[config.mk]
export PLATFORM = sky130hd
export DESIGN_NAME = i2c_read_engine
export DESIGN_NICKNAME = d
export VERILOG_FILES = /design/src/design/i2c_rd_pkg.sv /design/src/design/rd_fifo.sv /design/src/design/i2c_read_engine.sv
export SDC_FILE = /design/constraint.sdc
export NUM_CORES = 1
export LEC_CHECK = 0
export BUFFER_PORTS_ARGS = -buffer_cell sky130_fd_sc_hd__buf_2
export CORE_MARGIN = 2
export CORE_UTILIZATION = 45
export DETAILED_ROUTE_END_ITERATION = 7
export SYNTH_ARGS = -nofsm -noshare
export SYNTH_HDL_FRONTEND = slang
export SYNTH_HIERARCHICAL = 1
export SYNTH_SLANG_ARGS = --single-unit
[constraint.sdc]
create_clock -name i_clk_sys -period 4.75 [get_ports i_clk_sys]
set_input_delay 0.2375 -clock i_clk_sys [delete_from_list [all_inputs] [get_ports i_clk_sys]]
set_output_delay 0.2375 -clock i_clk_sys [all_outputs]
set_load 0.03 [all_outputs]
[src/design/i2c_rd_pkg.sv]
// Purpose: Shared constants and types of the bus read engine
// Assumes: System clock of 250 MHz
// Notes: Bit times are the least bit periods of the two bus speeds
package i2c_rd_pkg;
  // ------------------------------------------------------------
  // Timing
  // ------------------------------------------------------------
  localparam int CLK_MHZ = 250;
  localparam int BIT_FAST_NS = 2500;
  localparam int BIT_SLOW_NS = 10000;
  localparam int QTR_FAST_CYC = (BIT_FAST_NS * CLK_MHZ + 3999) / 4000;
  localparam int QTR_SLOW_CYC = (BIT_SLOW_NS * CLK_MHZ + 3999) / 4000;
  localparam int DIV_W = 10;
  localparam logic [DIV_W-1:0] DIV_FAST = DIV_W'(QTR_FAST_CYC - 1);
  localparam logic [DIV_W-1:0] DIV_SLOW = DIV_W'(QTR_SLOW_CYC - 1);

  // ------------------------------------------------------------
  // Encodings
  // ------------------------------------------------------------
  localparam logic [1:0] ADDR_NONE = 2'h0;
  localparam logic [1:0] ADDR_8 = 2'h1;
  localparam logic [1:0] ADDR_16 = 2'h2;
  localparam logic [1:0] KIND_BIT = 2'h0;
  localparam logic [1:0] KIND_BYTE = 2'h1;
  localparam logic [1:0] KIND_WORD = 2'h2;
  localparam logic [1:0] KIND_ARRAY = 2'h3;
  localparam logic [1:0] TX_CTRL_W = 2'h0;
  localparam logic [1:0] TX_ADDR_HI = 2'h1;
  localparam logic [1:0] TX_ADDR_LO = 2'h2;
  localparam logic [1:0] TX_CTRL_R = 2'h3;
  localparam logic [3:0] ACK_BIT = 4'h8;
  localparam logic [3:0] LAST_DATA_BIT = 4'h7;
  localparam logic [1:0] Q_LOW = 2'h0;
  localparam logic [1:0] Q_RISE = 2'h1;
  localparam logic [1:0] Q_HIGH = 2'h2;
  localparam logic [1:0] Q_FALL = 2'h3;

  typedef enum logic [2:0] {
    ST_IDLE = 3'h0,
    ST_START = 3'h1,
    ST_TX = 3'h3,
    ST_RSTART = 3'h2,
    ST_RX = 3'h6,
    ST_STOP = 3'h7
  } state_type;
endpackage

[src/design/rd_fifo.sv]
// Purpose: Small FIFO with registered read data
// Assumes: DEPTH is a power of two
// Notes: Show-ahead output register
`timescale 1ns/1ps
module rd_fifo #(
  parameter int WIDTH = 16,
  parameter int DEPTH = 8
) (
  // Clock and reset
  input wire logic i_clk_sys,
  input wire logic i_rst,
  // Fill side
  input wire logic i_in_valid,
  input wire logic [WIDTH-1:0] i_in_data,
  output logic o_in_ready,
  // Drain side
  output logic o_out_valid,
  output logic [WIDTH-1:0] o_out_data,
  input wire logic i_out_ready
);
  localparam int AW = $clog2(DEPTH);

  initial begin
    if (DEPTH < 2 || (1 << AW) != DEPTH || WIDTH < 1) begin
      $error("rd_fifo: DEPTH must be a power of two of at least 2");
    end
  end

  typedef struct packed {
    logic [DEPTH-1:0][WIDTH-1:0] mem;
    logic [AW:0] wp;
    logic [AW:0] rp;
    logic [WIDTH-1:0] out_data;
    logic out_valid;
  } fifo_state_type;

  fifo_state_type r_reg;
  fifo_state_type r_next;
  logic [AW:0] fill;

  assign fill = r_reg.wp - r_reg.rp;
  assign o_in_ready = (fill != (AW + 1)'(DEPTH));
  assign o_out_valid = r_reg.out_valid;
  assign o_out_data = r_reg.out_data;

  always_comb begin
    r_next = r_reg;
    if (i_in_valid && o_in_ready) begin
      r_next.mem[r_reg.wp[AW-1:0]] = i_in_data;
      r_next.wp = r_reg.wp + 1'b1;
    end
    if (!r_reg.out_valid || i_out_ready) begin
      if (fill != '0) begin
        r_next.out_data = r_reg.mem[r_reg.rp[AW-1:0]];
        r_next.out_valid = 1'b1;
        r_next.rp = r_reg.rp + 1'b1;
      end else begin
        r_next.out_valid = 1'b0;
      end
    end
  end

  always_ff @(posedge i_clk_sys or posedge i_rst) begin
    if (i_rst) begin
      r_reg <= '0;
    end else begin
      r_reg <= r_next;
    end
  end
endmodule

[src/design/i2c_read_engine.sv]
// Purpose: Two-wire bus master that reads items from a slave
// Assumes: Open-drain lines with external pull-ups
// Notes: Read items are queued in a FIFO toward the user
//
// Contract
// - Control byte: address in top seven, bit0 direction
// - Read control byte always has bit0 forced high
// - Optional 8 or 16 bit internal address
// - Items read in order, byte 8, word 16
// - Bit item still consumes a whole byte
// - Data line released after transfer and while idle
// - Master drives the clock for whole transfer
// - Array filled fully unless count given
// - Both sides drive lines only low, except the clock driven high with the driven-clock option
// - Slow option lowers bus to standard rate
// - Driven-clock option drives clock high and low
`timescale 1ns/1ps
module i2c_read_engine #(
  parameter int ARRAY_LEN = 10,
  parameter int FIFO_DEPTH = 8
) (
  // Clock and reset
  input wire logic i_clk_sys,
  input wire logic i_rst,
  // Command
  input wire logic i_bus_read_command,
  input wire logic [7:0] i_ctrl,
  input wire logic [1:0] i_addr_mode,
  input wire logic [15:0] i_addr,
  input wire logic [1:0] i_item_kind,
  input wire logic [7:0] i_item_count,
  input wire logic i_array_length_modifier,
  // Options
  input wire logic i_slow_bus,
  input wire logic i_drive_scl,
  // Status
  output logic o_busy,
  output logic o_done,
  output logic o_nack,
  // Read data stream
  output logic o_rd_valid,
  output logic [15:0] o_rd_data,
  input wire logic i_rd_ready,
  // Bus pins
  input wire logic i_sda,
  output logic o_sda_out,
  output logic o_sda_oe,
  input wire logic i_scl,
  output logic o_scl_out,
  output logic o_scl_oe
);
  initial begin
    if (ARRAY_LEN < 1 || ARRAY_LEN > 255) begin
      $error("i2c_read_engine: ARRAY_LEN must be 1 to 255");
    end
  end

  typedef struct packed {
    i2c_rd_pkg::state_type st;
    logic [1:0] q;
    logic [i2c_rd_pkg::DIV_W-1:0] div;
    logic [3:0] bitn;
    logic [7:0] shift;
    logic [1:0] tx_sel;
    logic [7:0] rd_ctrl;
    logic [15:0] addr;
    logic [1:0] amode;
    logic [1:0] kind;
    logic [7:0] left;
    logic half;
    logic final_byte;
    logic [15:0] word;
    logic item_full;
    logic sda_low;
    logic scl_low;
    logic done;
    logic nack;
    logic sda_s1;
    logic sda_s2;
    logic scl_s1;
    logic scl_s2;
  } eng_state_type;

  eng_state_type r_reg;
  eng_state_type r_next;
  logic tick;
  logic adv;
  logic push_ready;
  logic [7:0] req_len;

  // ------------------------------------------------------------
  // Pins and status
  // ------------------------------------------------------------
  assign o_busy = (r_reg.st != i2c_rd_pkg::ST_IDLE);
  assign o_done = r_reg.done;
  assign o_nack = r_reg.nack;
  assign o_sda_out = 1'b0;
  assign o_sda_oe = r_reg.sda_low;
  assign o_scl_out = i_drive_scl & ~r_reg.scl_low;
  assign o_scl_oe = i_drive_scl ? o_busy : r_reg.scl_low;

  assign req_len = (i_item_kind == i2c_rd_pkg::KIND_ARRAY && !i_array_length_modifier) ?
                   8'(ARRAY_LEN) : i_item_count;
  assign tick = (r_reg.div == '0);
  assign adv = tick && o_busy
               && !(r_reg.q == i2c_rd_pkg::Q_HIGH && !r_reg.scl_s2)
               && !(r_reg.st == i2c_rd_pkg::ST_RX && r_reg.q == i2c_rd_pkg::Q_LOW
                    && r_reg.bitn == 4'h0 && r_reg.item_full)
               && !(r_reg.st == i2c_rd_pkg::ST_STOP && r_reg.q == i2c_rd_pkg::Q_FALL
                    && r_reg.item_full);

  // ------------------------------------------------------------
  // Engine
  // ------------------------------------------------------------
  always_comb begin
    r_next = r_reg;
    r_next.done = 1'b0;
    r_next.sda_s1 = i_sda;
    r_next.sda_s2 = r_reg.sda_s1;
    r_next.scl_s1 = i_scl;
    r_next.scl_s2 = r_reg.scl_s1;
    if (r_reg.item_full && push_ready) begin
      r_next.item_full = 1'b0;
    end
    if (o_busy) begin
      r_next.div = tick ? (i_slow_bus ? i2c_rd_pkg::DIV_SLOW : i2c_rd_pkg::DIV_FAST)
                        : r_reg.div - 1'b1;
    end
    if (adv) begin
      r_next.q = r_reg.q + 1'b1;
    end
    unique case (r_reg.st)
      i2c_rd_pkg::ST_IDLE: begin
        r_next.sda_low = 1'b0;
        r_next.scl_low = 1'b0;
        r_next.div = '0;
        r_next.q = i2c_rd_pkg::Q_LOW;
        if (i_bus_read_command && req_len != 8'h00) begin
          r_next.st = i2c_rd_pkg::ST_START;
          r_next.rd_ctrl = {i_ctrl[7:1], 1'b1};
          r_next.addr = i_addr;
          r_next.amode = i_addr_mode;
          r_next.kind = i_item_kind;
          r_next.left = req_len;
          r_next.half = 1'b0;
          r_next.nack = 1'b0;
        end
      end
      i2c_rd_pkg::ST_START: begin
        if (adv) begin
          unique case (r_reg.q)
            i2c_rd_pkg::Q_RISE: r_next.sda_low = 1'b1;
            i2c_rd_pkg::Q_FALL: begin
              r_next.scl_low = 1'b1;
              r_next.st = i2c_rd_pkg::ST_TX;
              r_next.bitn = 4'h0;
              if (r_reg.amode == i2c_rd_pkg::ADDR_NONE) begin
                r_next.tx_sel = i2c_rd_pkg::TX_CTRL_R;
                r_next.shift = r_reg.rd_ctrl;
              end else begin
                r_next.tx_sel = i2c_rd_pkg::TX_CTRL_W;
                r_next.shift = {r_reg.rd_ctrl[7:1], 1'b0};
              end
            end
            default: ;
          endcase
        end
      end
      i2c_rd_pkg::ST_TX: begin
        if (adv) begin
          unique case (r_reg.q)
            i2c_rd_pkg::Q_LOW:
              r_next.sda_low = (r_reg.bitn == i2c_rd_pkg::ACK_BIT) ? 1'b0 : ~r_reg.shift[7];
            i2c_rd_pkg::Q_RISE: r_next.scl_low = 1'b0;
            i2c_rd_pkg::Q_HIGH:
              if (r_reg.bitn == i2c_rd_pkg::ACK_BIT) r_next.nack = r_reg.sda_s2;
            i2c_rd_pkg::Q_FALL: begin
              r_next.scl_low = 1'b1;
              if (r_reg.bitn != i2c_rd_pkg::ACK_BIT) begin
                r_next.shift = {r_reg.shift[6:0], 1'b0};
                r_next.bitn = r_reg.bitn + 1'b1;
              end else begin
                r_next.bitn = 4'h0;
                if (r_reg.nack) begin
                  r_next.st = i2c_rd_pkg::ST_STOP;
                end else begin
                  unique case (r_reg.tx_sel)
                    i2c_rd_pkg::TX_CTRL_W: begin
                      if (r_reg.amode == i2c_rd_pkg::ADDR_16) begin
                        r_next.tx_sel = i2c_rd_pkg::TX_ADDR_HI;
                        r_next.shift = r_reg.addr[15:8];
                      end else begin
                        r_next.tx_sel = i2c_rd_pkg::TX_ADDR_LO;
                        r_next.shift = r_reg.addr[7:0];
                      end
                    end
                    i2c_rd_pkg::TX_ADDR_HI: begin
                      r_next.tx_sel = i2c_rd_pkg::TX_ADDR_LO;
                      r_next.shift = r_reg.addr[7:0];
                    end
                    i2c_rd_pkg::TX_ADDR_LO: r_next.st = i2c_rd_pkg::ST_RSTART;
                    i2c_rd_pkg::TX_CTRL_R: r_next.st = i2c_rd_pkg::ST_RX;
                  endcase
                end
              end
            end
          endcase
        end
      end
      i2c_rd_pkg::ST_RSTART: begin
        if (adv) begin
          unique case (r_reg.q)
            i2c_rd_pkg::Q_LOW: r_next.sda_low = 1'b0;
            i2c_rd_pkg::Q_RISE: r_next.scl_low = 1'b0;
            i2c_rd_pkg::Q_HIGH: r_next.sda_low = 1'b1;
            i2c_rd_pkg::Q_FALL: begin
              r_next.scl_low = 1'b1;
              r_next.st = i2c_rd_pkg::ST_TX;
              r_next.tx_sel = i2c_rd_pkg::TX_CTRL_R;
              r_next.shift = r_reg.rd_ctrl;
              r_next.bitn = 4'h0;
            end
          endcase
        end
      end
      i2c_rd_pkg::ST_RX: begin
        if (adv) begin
          unique case (r_reg.q)
            i2c_rd_pkg::Q_LOW:
              r_next.sda_low = (r_reg.bitn == i2c_rd_pkg::ACK_BIT) && !r_reg.final_byte;
            i2c_rd_pkg::Q_RISE: r_next.scl_low = 1'b0;
            i2c_rd_pkg::Q_HIGH:
              if (r_reg.bitn != i2c_rd_pkg::ACK_BIT) r_next.shift = {r_reg.shift[6:0], r_reg.sda_s2};
            i2c_rd_pkg::Q_FALL: begin
              r_next.scl_low = 1'b1;
              if (r_reg.bitn == i2c_rd_pkg::ACK_BIT) begin
                r_next.bitn = 4'h0;
                if (r_reg.final_byte) r_next.st = i2c_rd_pkg::ST_STOP;
              end else begin
                r_next.bitn = r_reg.bitn + 1'b1;
              end
              if (r_reg.bitn == i2c_rd_pkg::LAST_DATA_BIT) begin
                r_next.final_byte = (r_reg.left == 8'h01)
                                    && (r_reg.kind != i2c_rd_pkg::KIND_WORD || r_reg.half);
                if (r_reg.kind == i2c_rd_pkg::KIND_WORD && !r_reg.half) begin
                  r_next.word = {r_reg.shift, 8'h00};
                  r_next.half = 1'b1;
                end else begin
                  unique case (r_reg.kind)
                    i2c_rd_pkg::KIND_WORD: r_next.word = {r_reg.word[15:8], r_reg.shift};
                    i2c_rd_pkg::KIND_BIT: r_next.word = {15'h0000, r_reg.shift[0]};
                    default: r_next.word = {8'h00, r_reg.shift};
                  endcase
                  r_next.half = 1'b0;
                  r_next.item_full = 1'b1;
                  r_next.left = r_reg.left - 1'b1;
                end
              end
            end
          endcase
        end
      end
      i2c_rd_pkg::ST_STOP: begin
        if (adv) begin
          unique case (r_reg.q)
            i2c_rd_pkg::Q_LOW: r_next.sda_low = 1'b1;
            i2c_rd_pkg::Q_RISE: r_next.scl_low = 1'b0;
            i2c_rd_pkg::Q_HIGH: r_next.sda_low = 1'b0;
            i2c_rd_pkg::Q_FALL: begin
              r_next.st = i2c_rd_pkg::ST_IDLE;
              r_next.done = 1'b1;
            end
          endcase
        end
      end
      default: r_next.st = i2c_rd_pkg::ST_IDLE;
    endcase
  end

  always_ff @(posedge i_clk_sys or posedge i_rst) begin
    if (i_rst) begin
      r_reg <= '0;
    end else begin
      r_reg <= r_next;
    end
  end

  // ------------------------------------------------------------
  // Output FIFO
  // ------------------------------------------------------------
  rd_fifo #(.WIDTH(16), .DEPTH(FIFO_DEPTH)) u_fifo (
    .i_clk_sys(i_clk_sys),
    .i_rst(i_rst),
    .i_in_valid(r_reg.item_full),
    .i_in_data(r_reg.word),
    .o_in_ready(push_ready),
    .o_out_valid(o_rd_valid),
    .o_out_data(o_rd_data),
    .i_out_ready(i_rd_ready)
  );
endmodule

==> results of run 1 <==
-- per-layer routing --
| metal | GRT usage | vias up | part of all wire |
|---|---|---|---|
| li1 | - | 3415 | - |
| met1 | 0.269 | 3613 | 0.47 |
| met2 | 0.314 | 132 | 0.47 |
| met3 | 0.0242 | 35 | 0.033 |
| met4 | 0.0466 | 0 | 0.021 |
| met5 | 0 | - | 0 |
-- final cells by class --
class,instances,area [um^2]
clock inverter,7,42.5
multi-input combinational,566,5110
clock buffer,37,773
sequential,245,6130
fill,2255,12500
timing repair buffer,110,736
tap,335,419
inverter,23,93.8
-- worst min-delay path, stage by stage --
cell       delay [ns]
buf_2            0.10
a32oi_1          0.06
o2bb2ai_1        0.12
-- stage by stage --
stage               area (um^2)  total power (W)  setup WS [ns]   util
detailed placement        12200          0.00284           1.17  0.473
global route              13300          0.00495          0.854  0.517
global placement          12200          0.00283           1.15  0.473
CTS                       13300          0.00482           1.13  0.517
floorplan                 11700          0.00268          0.391      -
finish                    13300          0.00473           1.14  0.517
-- power groups by stage --
stage / Clock [W] / Combinational, W / Sequential, W
floorplan: 0 / 0.000495 / 0.00218
finish: 0.00193 / 0.000661 / 0.00214
global placement: 0 / 0.000652 / 0.00218
global route: 0.00207 / 0.000727 / 0.00215
CTS: 0.00200 / 0.000679 / 0.00214
detailed placement: 0 / 0.000658 / 0.00218
-- cells in the final DEF, fill, tap and decap left out, types with 3 or more instances in the layout --
master,Yosys,final
a21oi_1,18,18
a22o_1,12,12
a22oi_1,8,8
a32oi_1,3,3
and3_1,3,3
and3b_1,4,4
buf_2,11,66
buf_4,19,14
clkbuf_1,22,4
clkbuf_16,0,27
clkbuf_8,0,6
clkinv_2,0,4
clkinvlp_4,0,3
dfrtp_1,245,244
dlygate4sd3_1,0,30
ha_1,15,15
inv_1,22,20
mux2_2,169,169
mux2i_1,28,28
mux4_2,32,32
nand2_1,61,61
nand2b_1,4,4
nand3_1,15,15
nand3b_1,4,4
nor2_1,28,27
nor2b_1,9,9
nor3_1,10,10
nor4_1,7,6
o2111ai_1,6,6
o21ai_0,43,43
o22ai_1,4,4
o2bb2ai_1,5,5
o31ai_1,3,3
o41ai_1,7,7
or3_1,3,3
or4_1,6,6
xnor2_1,11,11
xor2_1,4,4
-- path summary, 6_finish.rpt --
| check | start | endpoint | slack (ns) | depth (start not counted) |
|---|---|---|---|---|
| max | r_reg[77] | r_reg[18] | 1.14 | 7 |
| min | i_item_count[2] | r_reg[29] | 0.03 | 3 |
| max reg2reg | r_reg[77] | r_reg[18] | 1.14 | 7 |
| min reg2reg | r_next[2] | r_reg[2] | 0.35 | 0 |
| max in group asynchronous | i_rst | r_reg[61] | 3.36 | 4 |
| min in group asynchronous | i_rst | u_fifo/r_reg[22] | 0.32 | 3 |
-- cells by family (layout without fill, tap and decap cells) --
kind of cell	after synthesis	in the layout	synth area share
muxes	230	230	0.249
AOI/OAI and AO/OA	128	128	0.0753
buffers and inverters	87	177	0.0407
other	1	1	0.000320
adders and majority gates	15	15	0.0160
DFF	245	245	0.524
and+or+nand+nor	177	177	0.0830
xor gates and xnor gates	15	15	0.0112
-- timing repair --
action | 4_1_cts | 5_1_grt
endpoints found under the setup margin | 0 | 0
hold buffers | 30 | 0
endpoints found under the hold margin | 112 | 0
buffers inserted | 0 | 0
resized for setup | 0 | 0
==> impl_metrics.env, run 1 <==
export IMPL_status="finished clean"
export IMPL_dieArea_um2=27300
export IMPL_seqPwrFrac=0.453
export IMPL_clk_path_buf_depth=3
export IMPL_synth_flop_cell="dfrtp_1"
export IMPL_area_growth_pct=13.8
export IMPL_grt_pass1_vias=7497
export IMPL_postRouteAntennaNets=0
export IMPL_relSlewSlack=0.280
export IMPL_switchingPower_w=0.00122
export IMPL_wl_per_cell_um=18.5
export IMPL_crit_path_top_delay_cell="or4_1"
export IMPL_drt_initial_drc_count=423
export IMPL_grt_pass1_wl_mm=40.8
export IMPL_clock_fmax_ghz=0.277
export IMPL_dp_cells=1249
export IMPL_period_minus_slack_ns=3.61
export IMPL_clkSinkCount=245
export IMPL_drt_wl_total_mm=24.5
export IMPL_synth_async_reset_ratio=1.00
export IMPL_hold_viol=0
export IMPL_power_leakage_nw=6.27
export IMPL_die_w_um=165
export IMPL_setup_viol=0
export IMPL_antenna_found_initial=0
export IMPL_crit_fanout=22
export IMPL_maxSlewViolCount=0
export IMPL_rsz0062_at_grt="false"
export IMPL_synth_cell_types=76
export IMPL_die_h_um=165
export IMPL_num_vias=7195
export IMPL_swShare=0.257
export IMPL_cts_inserted_buffers=27
export IMPL_tns_ns=0
export IMPL_largest_reg_flops=136
export IMPL_htreeDepth=1
export IMPL_skew_ns=0.00611
export IMPL_pwr_share_clk=0.408
export IMPL_drive_gt1_frac=0.353
export IMPL_clk_pin_slew_ns=0.06
export IMPL_dp_hpwl_mm=15.7
export IMPL_synth_edf_count=0
export IMPL_path_cells="inv_1 -> ha_1 -> nor4b_1 -> or3b_1 -> or4_1 -> nor2_1 -> a22o_1"
export IMPL_start_kind="flop"
export IMPL_gp_congestion=0.830
export IMPL_synth_most_common_cell="dfrtp_1"
export IMPL_end_kind="flop"
export IMPL_combPwrFrac=0.140
export IMPL_antenna_cells=0
export IMPL_cp_arrival_ns=4.07
export IMPL_ys_warn_count=6
export IMPL_nNetsFinal=1033
export IMPL_ios=69
export IMPL_clock_latency_ns=0.53
export IMPL_powerDensity_nw_per_um2=356
export IMPL_final_cells=1323
export IMPL_cts_root_buf="clkbuf_16"
export IMPL_internal_power_w=0.00352
export IMPL_worst_pin_slew_ns=1.07
export IMPL_grt_overflow_total=0
export IMPL_first_pass_iters=5
export IMPL_port_buffers=66
export IMPL_initial_core_util=0.454
export IMPL_grt_max_degree=57
export IMPL_core_area_um2=25800
export IMPL_cts_tree="built"
export IMPL_drcViolationCount=0
export IMPL_crit_buf_inv=1
export IMPL_detail_route_vias_per_cell=5.44
export IMPL_yosysTopAreaCell="dfrtp_1"
export IMPL_yosys_top_cells_count="245 x dfrtp_1, 169 x mux2_2, 61 x nand2_1, 43 x o21ai_0, 32 x mux4_2"
export IMPL_synthCells=898
export IMPL_synth_avg_cell_area_um2=13.0
export IMPL_critPathKind="flop to flop"
export IMPL_holdCritPathClass="primary input to flop"
export IMPL_cp_top_family="simple AND/OR/NAND/NOR gates"
export IMPL_synth_seq_cells=245
export IMPL_holdWs_ns=0.0277
export IMPL_rows=59
export IMPL_synth_top_cell_area_share=0.524
export IMPL_worst_endpoint_required_ns=5.21
export IMPL_cap_violations=0
export IMPL_period_share=0.759
export IMPL_syn_nets=958
export IMPL_yosysSeqAreaShare=0.524
export IMPL_ys_top_cells_by_area="dfrtp_1 52%, mux2_2 16%, mux4_2 6.2%"
export IMPL_max_stage_delay_ns=0.98
export IMPL_synth_area_um2=11700
export IMPL_peakVddDrop_mv=0.277
export IMPL_grtUsageTotal=0.190
(Power assumes the default switching activity.)
==> inputs of run 2 (changes only) <==
==> constraint.sdc (replaced) <==
create_clock -name i_clk_sys -period 3.5 [get_ports i_clk_sys]
set_input_delay 0.175 -clock i_clk_sys [delete_from_list [all_inputs] [get_ports i_clk_sys]]
set_output_delay 0.175 -clock i_clk_sys [all_outputs]
set_load 0.03 [all_outputs]
==> impl_metrics.env, run 2 (synthesis results as in run 1) <==
export IMPL_ios=69
export IMPL_num_vias=7433
export IMPL_post_place_ws_ns=0.297
export IMPL_antenna_found_initial=0
export IMPL_ctsResizeCount=0
export IMPL_hold_viol=0
export IMPL_detail_route_vias_per_cell=5.53
export IMPL_status="finished clean"
export IMPL_met1_usage=0.271
export IMPL_power_leakage_nw=6.41
export IMPL_cts_inserted_buffers=27
export IMPL_timing_final_ws_setup_ns=0.347
export IMPL_drive_gt1_frac=0.363
export IMPL_port_buffers=66
export IMPL_holdCritPathClass="primary input to flop"
export IMPL_powerDensity_nw_per_um2=495
export IMPL_dieArea_um2=27300
export IMPL_tns_ns=0
export IMPL_period_minus_slack_ns=3.15
export IMPL_cp_arrival_ns=3.56
export IMPL_grt_pass1_vias=7430
export IMPL_clk_pin_slew_ns=0.06
export IMPL_die_h_um=165
export IMPL_area_growth_pct=16.0
export IMPL_relSlewSlack=0.372
export IMPL_worst_pin_slew_ns=0.941
export IMPL_grtUsageTotal=0.188
export IMPL_first_pass_iters=5
export IMPL_worst_endpoint_required_ns=3.91
export IMPL_drcViolationCount=0
export IMPL_antenna_cells=0
export IMPL_grt_pass1_wl_mm=40.6
export IMPL_maxSlewViolCount=0
export IMPL_core_area_um2=25800
export IMPL_initial_core_util=0.454
export IMPL_clkSinkCount=245
export IMPL_start_kind="flop"
export IMPL_layout_common_cells="244 x dfrtp_1, 169 x mux2_2, 66 x buf_2, 61 x nand2_1, 43 x o21ai_0"
export IMPL_period_share=0.901
export IMPL_mostFrequentLayoutCell="dfrtp_1"
export IMPL_end_kind="flop"
export IMPL_grt_max_degree=111
export IMPL_drt_initial_drc_count=493
export IMPL_cts_tree="built"
export IMPL_setup_viol=0
export IMPL_clock_latency_ns=0.53
export IMPL_crit_fanout=16
export IMPL_cts_root_buf="clkbuf_16"
export IMPL_peakVddDrop_mv=0.410
export IMPL_use_met2=0.304
export IMPL_largest_reg_flops=136
export IMPL_cap_violations=0
export IMPL_htreeDepth=1
export IMPL_nNetsFinal=1049
export IMPL_fin_util=0.527
export IMPL_clk_path_buf_depth=3
export IMPL_rsz0062_at_grt="false"
export IMPL_skew_ns=0.0141
export IMPL_postCtsSetupBuffers=0
export IMPL_postRouteAntennaNets=0
export IMPL_critPathKind="flop to flop"
export IMPL_clock_fmax_ghz=0.317
export IMPL_drt_wl_total_mm=24.9
export IMPL_grt_use_met3=0.0272
export IMPL_dp_hpwl_mm=15.8
export IMPL_rows=59
export IMPL_grt_overflow_total=0
export IMPL_busiest_layer="met2"
export IMPL_gp_congestion=0.862
export IMPL_die_w_um=165
export IMPL_wl_per_cell_um=18.5
run 2: cell types whose count changed in the layout (fill, tap and decap cells not counted), moves of 2 or more:
cell	before	now
clkbuf_8	6	10
buf_4	14	23
bufinv_16	0	2
clkbuf_1	4	2
dlygate4sd3_1	30	36
run 2: report_power, final:
part	internal [W]	switching, W
Combinational	0.000371	0.000531
Clock	0.00177	0.00114
Sequential	0.00288	0.0000294
Total	0.00502	0.00170
run 2: cell type report:
cell class	count	area [um^2]
fill	2217	12200
sequential	245	6130
multi-input combinational	566	5110
timing repair buffer	126	883
clock buffer	39	821
tap	335	419
clock inverter	10	110
inverter	23	92.6
run 2: worst max-delay path, cell delays in order, from the launching register on:
cell       delay (ns)
dfrtp_1          0.49
inv_1            0.15
ha_1             0.22
nand3b_1         0.19
and3_4           0.19
o2111ai_2        0.50
nand4_2          0.74
mux2_2           0.53
run 2: final timing paths:
check | start | endpoint | slack [ns] | cells past startpoint
worst max register to register | u_fifo/r_reg[21] | u_fifo/r_reg[70] | 0.35 | 7
worst min-delay path | i_item_count[6] | r_reg[33] | 0.03 | 4
max in group asynchronous | i_rst | r_reg[63] | 2.37 | 4
min in group asynchronous | i_rst | u_fifo/r_reg[86] | 0.11 | 3
worst max-delay path | u_fifo/r_reg[21] | u_fifo/r_reg[70] | 0.35 | 7
worst min register to register | r_next[2] | r_reg[2] | 0.35 | 0
run 2: routing by layer:
metal	up-vias	part of all wire	routed length, um
li1	3468	-	-
met1	3788	0.48	11900
met2	143	0.47	11700
met3	34	0.035	876
met4	0	0.019	469
met5	-	0	0
run 2: what timing repair did:
item | 4_1_cts | 5_1_grt
endpoints found under the setup margin | 0 | 0
hold buffers | 36 | 0
hold endpoints to repair | 264 | 0
run 2: stage by stage:
| step | cell area (um^2) | hold WS [ns] | cells | power [W] |
|---|---|---|---|---|
| floorplan | 11700 | 0.206 | 898 | 0.00363 |
| global placement | 12300 | 0.106 | 1259 | 0.00385 |
| detailed placement | 12300 | 0.107 | 1259 | 0.00385 |
| CTS | 13600 | 0.0204 | 1344 | 0.00682 |
| global route | 13600 | 0.0708 | 1344 | 0.00701 |
| finish | 13600 | 0.0343 | 1344 | 0.00672 |
